### src/rtl/sesc_regs.svh
/*
 * Register map, field positions, reset values and timing counts of the
 * system event and sleep clock block.
 * Assumes a 32-bit AXI4-Lite slave with byte addresses and a 40 MHz aclk.
 */
`ifndef SESC_REGS_SVH
`define SESC_REGS_SVH

////////////////////////////////////////////////////////////////////////////////
// Byte offsets
`define SESC_OFS_RAW 8'h00
`define SESC_OFS_MASK 8'h04
`define SESC_OFS_MIS 8'h08
`define SESC_OFS_DSLP 8'h0c
`define SESC_OFS_MAIN_OSCILLATOR 8'h10
`define SESC_OFS_SLEEP 8'h14
`define SESC_OFS_DSPER 8'h18
`define SESC_OFS_RUNOSC 8'h1c
`define SESC_OFS_STAT 8'h20

////////////////////////////////////////////////////////////////////////////////
// Field positions
`define SESC_DSLP_DIV_LSB 0
`define SESC_DSLP_SRC_LSB 8
`define SESC_DSLP_PD_BIT 16
`define SESC_MAIN_OSCILLATOR_VAL_BIT 0
`define SESC_MAIN_OSCILLATOR_IRQ_BIT 1
`define SESC_MAIN_OSCILLATOR_NOX_BIT 2
`define SESC_SLP_GATE_BIT 0
`define SESC_SLP_REQ_BIT 8
`define SESC_SLP_DEEP_BIT 9
`define SESC_RUN_SRC_BIT 0
`define SESC_RUN_MDIS_BIT 1
`define SESC_RUN_PDIS_BIT 2
`define SESC_STAT_MON_BIT 4
`define SESC_STAT_PIO_BIT 5
`define SESC_STAT_HIB_BIT 6

////////////////////////////////////////////////////////////////////////////////
// Reset values
`define SESC_RST_MASK 7'h00
`define SESC_RST_DIV 6'h00
`define SESC_RST_DSPER 32'h0000_0000

////////////////////////////////////////////////////////////////////////////////
// Timing
`define SESC_CLK_PERIOD_NS 25
`define SESC_MAIN_OSCILLATOR_LOSS_NS 2000
`define SESC_MAIN_OSCILLATOR_LOSS_CYC (`SESC_MAIN_OSCILLATOR_LOSS_NS / `SESC_CLK_PERIOD_NS)

`endif

### src/rtl/sesc_pkg.sv
/*
 * Types of the system event and sleep clock block.
 * Assumes sesc_regs.svh for all numeric constants.
 */
package sesc_pkg;

    // Bit 0 is the PLL lock event, bit 6 the PLL failure event
    typedef struct packed {
        logic pll_failure_event;
        logic brownout_event;
        logic power_on_event;
        logic main_osc_failure_event;
        logic internal_osc_failure_event;
        logic regulator_current_limit_event;
        logic pll_locked_event;
    } sesc_evt_t;

    typedef enum logic [1:0] {
        SESC_SRC_MAIN = 2'h0,
        SESC_SRC_LFI = 2'h1,
        SESC_SRC_X32K = 2'h2
    } sesc_src_t;

    typedef struct packed {
        logic deep_sleep_precision_osc_powerdown;
        sesc_src_t src;
        logic [5:0] deep_sleep_clock_divider;
    } sesc_dslp_t;

    typedef struct packed {
        logic main_osc_no_crystal;
        logic main_osc_fail_irq_not_reset;
        logic main_osc_monitor_enable;
    } sesc_main_oscillator_t;

    typedef enum logic [1:0] {
        SESC_PM_RUN = 2'h0,
        SESC_PM_SLEEP = 2'h1,
        SESC_PM_DEEP = 2'h2
    } sesc_pm_t;

endpackage

### src/rtl/sesc_main_oscillator_mon.sv
/*
 * Main-oscillator loss monitor: flags a failure when the synchronised
 * oscillator tick stops toggling for longer than the loss window.
 * Assumes the tick is a divided oscillator toggle already synchronised.
 */
`timescale 1ns/1ps
`include "sesc_regs.svh"
module sesc_main_oscillator_mon (
    // Clock and control
    input wire logic aclk,
    input wire logic aresetn,
    input wire logic ce,
    input wire logic enable,
    // Oscillator tick, synchronised
    input wire logic tick,
    // One-cycle failure pulse
    output logic fail
);

    localparam logic [7:0] LOSS_CYC = 8'(`SESC_MAIN_OSCILLATOR_LOSS_CYC);

    logic tick_q;
    logic tick_d;
    logic [7:0] cnt_q;
    logic [7:0] cnt_d;
    logic fail_d;

    always_comb begin
        tick_d = tick_q;
        cnt_d = cnt_q;
        fail_d = 1'b0;
        if (ce) begin
            tick_d = tick;
            if (!enable || (tick != tick_q)) begin
                cnt_d = 8'h00;
            end else if (cnt_q != LOSS_CYC) begin
                cnt_d = cnt_q + 8'h01;
                // One report per loss; rearms on the next tick edge
                fail_d = (cnt_d == LOSS_CYC);
            end
        end
    end

    always_ff @(posedge aclk) begin
        if (!aresetn) begin
            tick_q <= 1'b0;
            cnt_q <= 8'h00;
            fail <= 1'b0;
        end else begin
            tick_q <= tick_d;
            cnt_q <= cnt_d;
            fail <= fail_d;
        end
    end

endmodule // sesc_main_oscillator_mon

### src/rtl/sesc_sync.sv
/*
 * Two-flop synchroniser for asynchronous levels.
 * Assumes every bit is an independent slow level.
 */
`timescale 1ns/1ps
module sesc_sync #(
    parameter int W = 1
) (
    // Clock and control
    input wire logic aclk,
    input wire logic aresetn,
    input wire logic ce,
    // Data
    input wire logic [W-1:0] din,
    output logic [W-1:0] dout
);

    logic [W-1:0] meta_q;
    logic [W-1:0] meta_d;
    logic [W-1:0] dout_d;

    always_comb begin
        meta_d = ce ? din : meta_q;
        dout_d = ce ? meta_q : dout;
    end

    always_ff @(posedge aclk) begin
        if (!aresetn) begin
            meta_q <= '0;
            dout <= '0;
        end else begin
            meta_q <= meta_d;
            dout <= dout_d;
        end
    end

endmodule // sesc_sync

### src/rtl/sesc_top.sv
/*
 * System event collector and sleep clock control with an AXI4-Lite slave.
 * Assumes asynchronous event, hibernation, oscillator tick and wake pins;
 * software on the processor owns the registers.
 */
`timescale 1ns/1ps
`include "sesc_regs.svh"
module sesc_top (
    // Clock, reset, enable
    input wire logic aclk,
    input wire logic aresetn,
    input wire logic ce,
    // AXI4-Lite write
    input wire logic [7:0] s_axi_awaddr,
    input wire logic s_axi_awvalid,
    output logic s_axi_awready,
    input wire logic [31:0] s_axi_wdata,
    input wire logic [3:0] s_axi_wstrb,
    input wire logic s_axi_wvalid,
    output logic s_axi_wready,
    output logic [1:0] s_axi_bresp,
    output logic s_axi_bvalid,
    input wire logic s_axi_bready,
    // AXI4-Lite read
    input wire logic [7:0] s_axi_araddr,
    input wire logic s_axi_arvalid,
    output logic s_axi_arready,
    output logic [31:0] s_axi_rdata,
    output logic [1:0] s_axi_rresp,
    output logic s_axi_rvalid,
    input wire logic s_axi_rready,
    // Asynchronous inputs
    input wire sesc_pkg::sesc_evt_t evt_pins,
    input wire logic hib_enabled,
    input wire logic main_osc_tick,
    input wire logic [31:0] periph_wake,
    // Processor side
    output logic irq,
    output logic proc_reset_req,
    output sesc_pkg::sesc_pm_t power_mode,
    // Clock tree control
    output sesc_pkg::sesc_src_t deep_sleep_src,
    output logic [5:0] deep_sleep_clock_divider,
    output logic main_osc_en,
    output logic main_osc_low_power,
    output logic precision_osc_en,
    output logic [31:0] periph_clk_en
);

    ////////////////////////////////////////////////////////////////////////////
    // Helpers

    function automatic logic [31:0] strb_merge(input logic [31:0] old,
                                               input logic [31:0] data,
                                               input logic [3:0] strb);
        logic [31:0] r;
        r = old;
        for (int i = 0; i < 4; i++) begin
            if (strb[i]) begin
                r[i*8 +: 8] = data[i*8 +: 8];
            end
        end
        return r;
    endfunction

    function automatic logic mapped(input logic [7:0] a);
        return (a[1:0] == 2'h0) && (a <= `SESC_OFS_STAT);
    endfunction

    ////////////////////////////////////////////////////////////////////////////
    // Input synchronisers

    logic [40:0] sync_out;
    sesc_pkg::sesc_evt_t evt_s;
    logic hib_s;
    logic tick_s;
    logic [31:0] wake_s;
    logic mon_fail;
    logic mon_en_q;

    sesc_sync #(.W(41)) u_sync (
        .aclk(aclk),
        .aresetn(aresetn),
        .ce(ce),
        .din({evt_pins, hib_enabled, main_osc_tick, periph_wake}),
        .dout(sync_out)
    );

    assign evt_s = sync_out[40:34];
    assign hib_s = sync_out[33];
    assign tick_s = sync_out[32];
    assign wake_s = sync_out[31:0];

    sesc_main_oscillator_mon u_mon (
        .aclk(aclk),
        .aresetn(aresetn),
        .ce(ce),
        .enable(mon_en_q),
        .tick(tick_s),
        .fail(mon_fail)
    );

    ////////////////////////////////////////////////////////////////////////////
    // Register state

    logic [6:0] raw_q, raw_d, mask_q, mask_d;
    sesc_pkg::sesc_evt_t evt_prev_q, evt_prev_d;
    sesc_pkg::sesc_dslp_t dslp_q, dslp_d;
    sesc_pkg::sesc_main_oscillator_t main_oscillator_q, main_oscillator_d;
    logic gate_q, gate_d;
    logic [31:0] dsper_q, dsper_d;
    logic run_src_q, run_src_d, mdis_q, mdis_d, pdis_q, pdis_d;
    sesc_pkg::sesc_pm_t pm_d;
    logic mon_en_d, irq_d, rst_d, main_oscillator_on_d, pio_on_d;
    logic [31:0] clk_en_d;

    // Write strobe from the bus group
    logic wr_en;
    logic [7:0] wr_addr;
    logic [31:0] wr_data;
    logic [3:0] wr_strb;

    always_comb begin
        logic [31:0] w;
        logic [6:0] set;
        logic [6:0] clr;
        logic deep;
        logic wake;
        w = '0;
        wake = 1'b0;
        deep = 1'b0;
        set = evt_s & ~evt_prev_q;
        clr = '0;
        raw_d = raw_q;
        mask_d = mask_q;
        evt_prev_d = evt_prev_q;
        dslp_d = dslp_q;
        main_oscillator_d = main_oscillator_q;
        gate_d = gate_q;
        dsper_d = dsper_q;
        run_src_d = run_src_q;
        mdis_d = mdis_q;
        pdis_d = pdis_q;
        pm_d = power_mode;
        rst_d = 1'b0;
        if (ce) begin
            evt_prev_d = evt_s;
            if (mon_fail && main_oscillator_q.main_osc_fail_irq_not_reset) begin
                set[3] = 1'b1;
            end
            rst_d = mon_fail && !main_oscillator_q.main_osc_fail_irq_not_reset;
            if (wr_en) begin
                unique case (wr_addr)
                    `SESC_OFS_RAW: begin
                        clr = wr_data[6:0] & {7{wr_strb[0]}};
                    end
                    `SESC_OFS_MASK: begin
                        w = strb_merge({25'h0, mask_q}, wr_data, wr_strb);
                        mask_d = w[6:0];
                    end
                    `SESC_OFS_DSLP: begin
                        w = strb_merge({15'h0, dslp_q.deep_sleep_precision_osc_powerdown,
                                        6'h0, dslp_q.src, 2'h0,
                                        dslp_q.deep_sleep_clock_divider}, wr_data, wr_strb);
                        dslp_d.deep_sleep_clock_divider = w[5:0];
                        dslp_d.deep_sleep_precision_osc_powerdown = w[`SESC_DSLP_PD_BIT];
                        // External 32k only with hibernation up; else keep old source
                        if ((w[9:8] == 2'h0) || (w[9:8] == 2'h1) ||
                            ((w[9:8] == 2'h2) && hib_s)) begin
                            dslp_d.src = sesc_pkg::sesc_src_t'(w[9:8]);
                        end
                    end
                    `SESC_OFS_MAIN_OSCILLATOR: begin
                        w = strb_merge({29'h0, main_oscillator_q}, wr_data, wr_strb);
                        main_oscillator_d = w[2:0];
                    end
                    `SESC_OFS_SLEEP: begin
                        w = strb_merge({31'h0, gate_q}, wr_data, wr_strb);
                        gate_d = w[`SESC_SLP_GATE_BIT];
                        if (power_mode == sesc_pkg::SESC_PM_RUN) begin
                            if (w[`SESC_SLP_DEEP_BIT]) begin
                                pm_d = sesc_pkg::SESC_PM_DEEP;
                            end else if (w[`SESC_SLP_REQ_BIT]) begin
                                pm_d = sesc_pkg::SESC_PM_SLEEP;
                            end
                        end
                    end
                    `SESC_OFS_DSPER: begin
                        dsper_d = strb_merge(dsper_q, wr_data, wr_strb);
                    end
                    `SESC_OFS_RUNOSC: begin
                        w = strb_merge({29'h0, pdis_q, mdis_q, run_src_q}, wr_data, wr_strb);
                        run_src_d = w[`SESC_RUN_SRC_BIT];
                        mdis_d = w[`SESC_RUN_MDIS_BIT];
                        pdis_d = w[`SESC_RUN_PDIS_BIT];
                    end
                    default: begin
                    end
                endcase
            end
            raw_d = (raw_q & ~clr) | set; // set wins over clear
            // Wake on any interrupt; gated deep-sleep listens only to enabled peripherals
            wake = irq | (|(wake_s & ((power_mode == sesc_pkg::SESC_PM_DEEP && gate_q) ?
                                      dsper_q : 32'hffff_ffff)));
            unique case (power_mode)
                sesc_pkg::SESC_PM_RUN: begin
                end
                sesc_pkg::SESC_PM_SLEEP,
                sesc_pkg::SESC_PM_DEEP: begin
                    if (wake) begin
                        pm_d = sesc_pkg::SESC_PM_RUN;
                    end
                end
                default: begin
                    pm_d = sesc_pkg::SESC_PM_RUN;
                end
            endcase
        end
        deep = (pm_d == sesc_pkg::SESC_PM_DEEP);
        irq_d = |(raw_d & mask_d);
        // Oscillator in use is never switched off
        main_oscillator_on_d = (deep ? (dslp_d.src == sesc_pkg::SESC_SRC_MAIN) : !run_src_d) ||
                    (!mdis_d && !main_oscillator_d.main_osc_no_crystal);
        mon_en_d = main_oscillator_d.main_osc_monitor_enable && !main_oscillator_d.main_osc_no_crystal;
        // Monitor uses the precision oscillator as its reference, so it stays up
        pio_on_d = (!deep && run_src_d) || mon_en_d ||
                   (!pdis_d && !(deep && dslp_d.deep_sleep_precision_osc_powerdown));
        clk_en_d = (deep && gate_d) ? dsper_d : 32'hffff_ffff;
    end

    always_ff @(posedge aclk) begin
        if (!aresetn) begin
            raw_q <= 7'h00;
            mask_q <= `SESC_RST_MASK;
            evt_prev_q <= '0;
            dslp_q <= '{1'b0, sesc_pkg::SESC_SRC_MAIN, `SESC_RST_DIV};
            main_oscillator_q <= '0;
            gate_q <= 1'b0;
            dsper_q <= `SESC_RST_DSPER;
            run_src_q <= 1'b0;
            mdis_q <= 1'b0;
            pdis_q <= 1'b0;
            power_mode <= sesc_pkg::SESC_PM_RUN;
            irq <= 1'b0;
            proc_reset_req <= 1'b0;
            mon_en_q <= 1'b0;
            main_osc_en <= 1'b1;
            main_osc_low_power <= 1'b0;
            precision_osc_en <= 1'b1;
            periph_clk_en <= 32'hffff_ffff;
            deep_sleep_src <= sesc_pkg::SESC_SRC_MAIN;
            deep_sleep_clock_divider <= `SESC_RST_DIV;
        end else begin
            raw_q <= raw_d;
            mask_q <= mask_d;
            evt_prev_q <= evt_prev_d;
            dslp_q <= dslp_d;
            main_oscillator_q <= main_oscillator_d;
            gate_q <= gate_d;
            dsper_q <= dsper_d;
            run_src_q <= run_src_d;
            mdis_q <= mdis_d;
            pdis_q <= pdis_d;
            power_mode <= pm_d;
            irq <= irq_d;
            proc_reset_req <= rst_d;
            mon_en_q <= mon_en_d;
            main_osc_en <= main_oscillator_on_d;
            main_osc_low_power <= main_oscillator_d.main_osc_no_crystal;
            precision_osc_en <= pio_on_d;
            periph_clk_en <= clk_en_d;
            deep_sleep_src <= dslp_d.src;
            deep_sleep_clock_divider <= dslp_d.deep_sleep_clock_divider;
        end
    end

    ////////////////////////////////////////////////////////////////////////////
    // AXI4-Lite slave: one write and one read in flight

    logic aw_have_q, aw_have_d, w_have_q, w_have_d;
    logic [7:0] aw_addr_q, aw_addr_d;
    logic [31:0] w_data_q, w_data_d;
    logic [3:0] w_strb_q, w_strb_d;
    logic awready_d, wready_d, bvalid_d, arready_d, rvalid_d;
    logic [1:0] bresp_d, rresp_d;
    logic [31:0] rdata_d;

    always_comb begin
        aw_have_d = aw_have_q;
        w_have_d = w_have_q;
        aw_addr_d = aw_addr_q;
        w_data_d = w_data_q;
        w_strb_d = w_strb_q;
        bvalid_d = s_axi_bvalid;
        bresp_d = s_axi_bresp;
        rvalid_d = s_axi_rvalid;
        rresp_d = s_axi_rresp;
        rdata_d = s_axi_rdata;
        wr_en = 1'b0;
        if (ce) begin
            if (s_axi_awvalid && s_axi_awready) begin
                aw_have_d = 1'b1;
                aw_addr_d = s_axi_awaddr;
            end
            if (s_axi_wvalid && s_axi_wready) begin
                w_have_d = 1'b1;
                w_data_d = s_axi_wdata;
                w_strb_d = s_axi_wstrb;
            end
            if (s_axi_bvalid && s_axi_bready) begin
                bvalid_d = 1'b0;
            end
            if (aw_have_d && w_have_d && !s_axi_bvalid) begin
                wr_en = mapped(aw_addr_d);
                bresp_d = mapped(aw_addr_d) ? 2'h0 : 2'h2;
                bvalid_d = 1'b1;
                aw_have_d = 1'b0;
                w_have_d = 1'b0;
            end
            if (s_axi_rvalid && s_axi_rready) begin
                rvalid_d = 1'b0;
            end
            if (s_axi_arvalid && s_axi_arready) begin
                rvalid_d = 1'b1;
                rresp_d = mapped(s_axi_araddr) ? 2'h0 : 2'h2;
                unique case (s_axi_araddr)
                    `SESC_OFS_RAW: rdata_d = {25'h0, raw_q};
                    `SESC_OFS_MASK: rdata_d = {25'h0, mask_q};
                    `SESC_OFS_MIS: rdata_d = {25'h0, raw_q & mask_q};
                    `SESC_OFS_DSLP: rdata_d = {15'h0, dslp_q.deep_sleep_precision_osc_powerdown,
                                               6'h0, dslp_q.src, 2'h0,
                                               dslp_q.deep_sleep_clock_divider};
                    `SESC_OFS_MAIN_OSCILLATOR: rdata_d = {29'h0, main_oscillator_q};
                    `SESC_OFS_SLEEP: rdata_d = {31'h0, gate_q};
                    `SESC_OFS_DSPER: rdata_d = dsper_q;
                    `SESC_OFS_RUNOSC: rdata_d = {29'h0, pdis_q, mdis_q, run_src_q};
                    `SESC_OFS_STAT: rdata_d = {25'h0, hib_s, precision_osc_en, mon_en_q,
                                               1'b0, main_osc_en, power_mode};
                    default: rdata_d = 32'h0000_0000;
                endcase
            end
        end
        awready_d = ce ? (!aw_have_d && !bvalid_d) : s_axi_awready;
        wready_d = ce ? (!w_have_d && !bvalid_d) : s_axi_wready;
        arready_d = ce ? !rvalid_d : s_axi_arready;
        wr_addr = aw_addr_d;
        wr_data = w_data_d;
        wr_strb = w_strb_d;
    end

    always_ff @(posedge aclk) begin
        if (!aresetn) begin
            aw_have_q <= 1'b0;
            w_have_q <= 1'b0;
            aw_addr_q <= 8'h00;
            w_data_q <= 32'h0000_0000;
            w_strb_q <= 4'h0;
            s_axi_awready <= 1'b0;
            s_axi_wready <= 1'b0;
            s_axi_bvalid <= 1'b0;
            s_axi_bresp <= 2'h0;
            s_axi_arready <= 1'b0;
            s_axi_rvalid <= 1'b0;
            s_axi_rresp <= 2'h0;
            s_axi_rdata <= 32'h0000_0000;
        end else begin
            aw_have_q <= aw_have_d;
            w_have_q <= w_have_d;
            aw_addr_q <= aw_addr_d;
            w_data_q <= w_data_d;
            w_strb_q <= w_strb_d;
            s_axi_awready <= awready_d;
            s_axi_wready <= wready_d;
            s_axi_bvalid <= bvalid_d;
            s_axi_bresp <= bresp_d;
            s_axi_arready <= arready_d;
            s_axi_rvalid <= rvalid_d;
            s_axi_rresp <= rresp_d;
            s_axi_rdata <= rdata_d;
        end
    end

endmodule // sesc_top

### config.mk
export PLATFORM = sky130hd
export DESIGN_NAME = sesc_top
export DESIGN_NICKNAME = d
export VERILOG_FILES = /design/src/rtl/sesc_pkg.sv /design/src/rtl/sesc_main_oscillator_mon.sv /design/src/rtl/sesc_sync.sv /design/src/rtl/sesc_top.sv
export VERILOG_INCLUDE_DIRS = /design/src /design/src/rtl
export SDC_FILE = /design/constraint.sdc
export NUM_CORES = 1
export LEC_CHECK = 0
export BUFFER_PORTS_ARGS = -buffer_cell sky130_fd_sc_hd__buf_2
export CAP_MARGIN = 0
export CORE_AREA = 10 10 172 174
export DETAILED_ROUTE_END_ITERATION = 16
export DIE_AREA = 0 0 182 184
export PLACE_DENSITY = 0.79
export SLEW_MARGIN = 20
export SYNTH_ARGS = -nofsm -noshare
export SYNTH_HDL_FRONTEND = slang
export SYNTH_SLANG_ARGS = --single-unit
### constraint.sdc
create_clock -name aclk -period 2.6 [get_ports aclk]
set_clock_uncertainty 0.05 [all_clocks]
set_input_delay 0.39 -clock aclk [delete_from_list [all_inputs] [get_ports aclk]]
set_output_delay 0.39 -clock aclk [all_outputs]
set_load 0.02 [all_outputs]
==> results.cfg <==
[sta]
setup_ws_ns = 0.09649
finalHoldViolCount = 0
max_freq_ghz = 0.3994
maxSlewViolCount = 0
tightest_slew_ns = 0.8678
fin_crit_ns = 2.504
setup_viol = 0
period_share_pct = 96.29
slew_headroom_pct = 42.15
whs_ns = 0.03618

[worst_setup_path]
worstPathArrival_ns = 2.88
cp_max_fo = 13
critPathRequiredTime_ns = 2.97
criticalPathCategory = register to register
critPathMaxStageDelay_ns = 0.33
start_kind = register
crit_chain = buf_6 -> ha_1 -> nand4bb_4 -> a21oi_2 -> nand4_1 -> nor4_2 -> buf_4 -> a21oi_2 -> o32ai_4 -> buf_12 -> buf_12 -> nand3_1
slowest_stage = dfxtp_2
setup.worst_path.end_class = register

[global_route]
grt_max_degree = 107
antenna_found_initial = 1
grt_pass1_vias = 9539
grt_usage_pct = 19.14
grt_pass1_wl_um = 52180
grt_overflow_total = 0

[floorplan]
pin_count = 189
core_sq_um = 25910
die_w_um = 182
rows = 59
die_y_um = 184
die_area_sq_um = 33490
start_util_pct = 44.81

[place]
hpwl_um = 25100
dpl_worst_slack_ns = -0.2853
place.gp.congestion = 0.9016
port_buffers = 186

[pwr]
p_per_area_nw_per_um2 = 625.1
max-vdd-ir-drop_v = 0.0005399
power.leakage_nw = 6.087
power.total_mw = 9.175

[final_layout]
layout_commonest_cell = dfxtp_1
fillCellCount = 2225
fin_nets = 1530
seq_area_sq_um = 5712
drive_above_1_share_pct = 31.32
areaGrowthSynthToFinish_pct = 26.41
multi_input_area_sq_um = 5662
layout_common_cells = dfxtp_1 (280), nor2_1 (192), buf_2 (185)

[routing]
antenna_left = 0
drcViolationCount = 0
drt_iter0_markers = 840
avgRoutedWirePerCell_um = 19.33
drt-total-wl_um = 34380
viasPerCell = 5.453
vias = 9701
firstDrtPassIters = 7

[clock_tree]
htreeDepth = 1
clk_path_buf_depth = 3
clkLatencyLatePin_ns = 0.54
cts_root_buf = clkbuf_16
path_clk_slew_ns = 0.06
hold_buffers = 0
cts_buffers = 28
cts_tree = built
clock-sinks = 285

[synth]
synth_edf_count = 0
synthCells = 1188
synth_flop_cell = dfxtp_1
netlist_area_sq_um = 11610
ys_seq_area_share_pct = 49.14
syn_avg_cell_area_sq_um = 9.773
synth_seq_cells = 285
async_reset_ff_share_pct = 0
yosys_warnings = 0
yosysUniqueCellTypes = 72

[min_path]
hold_class = primary input to register

[outcome]
run_status = complete, no violations

[flow_run]
cap_violations = 0
-- layout make-up --
type	instances	area share, %
Antenna cell	1	0.01705
Clock buffer	37	5.277
Clock inverter	12	1.040
Inverter	24	0.6479
Multi-Input combinational cell	802	38.58
Sequential cell	285	38.92
Tap cell	335	2.856
Timing Repair Buffer	283	12.67
-- worst max-delay path: cells and delay by family, from the launching register on --
kind	cells	cell delay (ns)
flops	1	0.33
simple gates	4	0.78
compound gates	3	0.36
buf+inv	4	0.63
fa+ha+maj	1	0.22
-- Yosys cell counts, types with 6 or more instances --
cell type | instances | area (sq um)
a21oi_1 | 42 | 210.2
a222oi_1 | 6 | 60.06
a22oi_1 | 31 | 232.7
a31oi_1 | 7 | 43.79
and2_1 | 46 | 287.8
and3_1 | 6 | 37.54
buf_1 | 7 | 26.28
buf_4 | 10 | 75.07
clkbuf_1 | 53 | 198.9
dfxtp_1 | 285 | 5705
inv_1 | 23 | 86.33
mux2_2 | 40 | 450.4
mux2i_1 | 145 | 1451
nand2_1 | 55 | 206.5
nand2b_1 | 8 | 50.05
nand3_1 | 29 | 145.1
nand3_2 | 32 | 320.3
nand3b_1 | 14 | 105.1
nand4_1 | 10 | 62.56
nor2_1 | 193 | 724.4
nor3_1 | 11 | 55.05
nor4_1 | 8 | 50.05
o21ai_0 | 35 | 175.2
-- path summary, 6_finish.rpt --
path / start / to / slack (ns) / depth (start not counted)
max: power_mode[0]$_SDFF_PN0_ / periph_clk_en[29]$_SDFF_PN1_ / 0.1 / 12
min: periph_wake[7] / u_sync.meta_q[7]$_SDFFE_PN0P_ / 0.04 / 3
min reg2reg: s_axi_rdata[0]$_SDFFE_PN0P_ / s_axi_rdata[0]$_SDFFE_PN0P_ / 0.40 / 2
max reg2reg: power_mode[0]$_SDFF_PN0_ / periph_clk_en[29]$_SDFF_PN1_ / 0.1 / 12
-- per-layer routing --
metal  wire length (um)  vias to the layer above  GRT usage, %  part of all wire, %
met5                  0                        -             0                    0
met4                705                        0         4.653                  2.1
met3               2856                       52         4.823                  8.3
met2              16460                      373         32.61                   48
met1              14360                     4636         23.68                   42
li1                   -                     4640             -                    -
-- per-stage QoR --
stage          area, sq um  TNS, ns  util, %  instances
2_1_floorplan        11640   -1.202        -       1189
3_3_place_gp         13500   -12.47    52.10       1724
3_5_place_dp         13500   -15.52    52.10       1724
4_1_cts              14540        0    56.12       1775
5_1_grt              14670  -0.1148    56.63       1778
6_report             14680        0    56.64       1779
-- repair_timing --
action	4_1_cts	5_1_grt
buffers inserted	1	3
resized for setup	12	27
gates cloned	1	0
setup endpoints to repair	46	39
pin swaps	2	2
-- power breakdown --
group | internal, mW | switching (mW)
Combinational | 0.262 | 0.330
Sequential | 4.45 | 0.0522
Clock | 2.39 | 1.69
-- registers in the layout, indices dropped and copies added, names as in the netlist, 8 cells and up --
signal and flops:
dslp_q 9, aw_addr_q 8, dsper_q 32, u_sync.dout 41, periph_clk_en 32, w_data_q 32
s_axi_rdata 32, u_sync.meta_q 41, u_mon.cnt_q 8
-- cell families after synthesis --
kind of cell	Yosys count	synth area share (%)
and+or+nand+nor	442	19.97
AOI/OAI and AO/OA	166	9.915
muxes	185	16.38
buffers and inverters	102	3.869
xor gates and xnor gates	2	0.1509
DFF	285	49.14
adders and majority gates	5	0.5389
other	1	0.03230
Power figures use the tool's default switching activity.
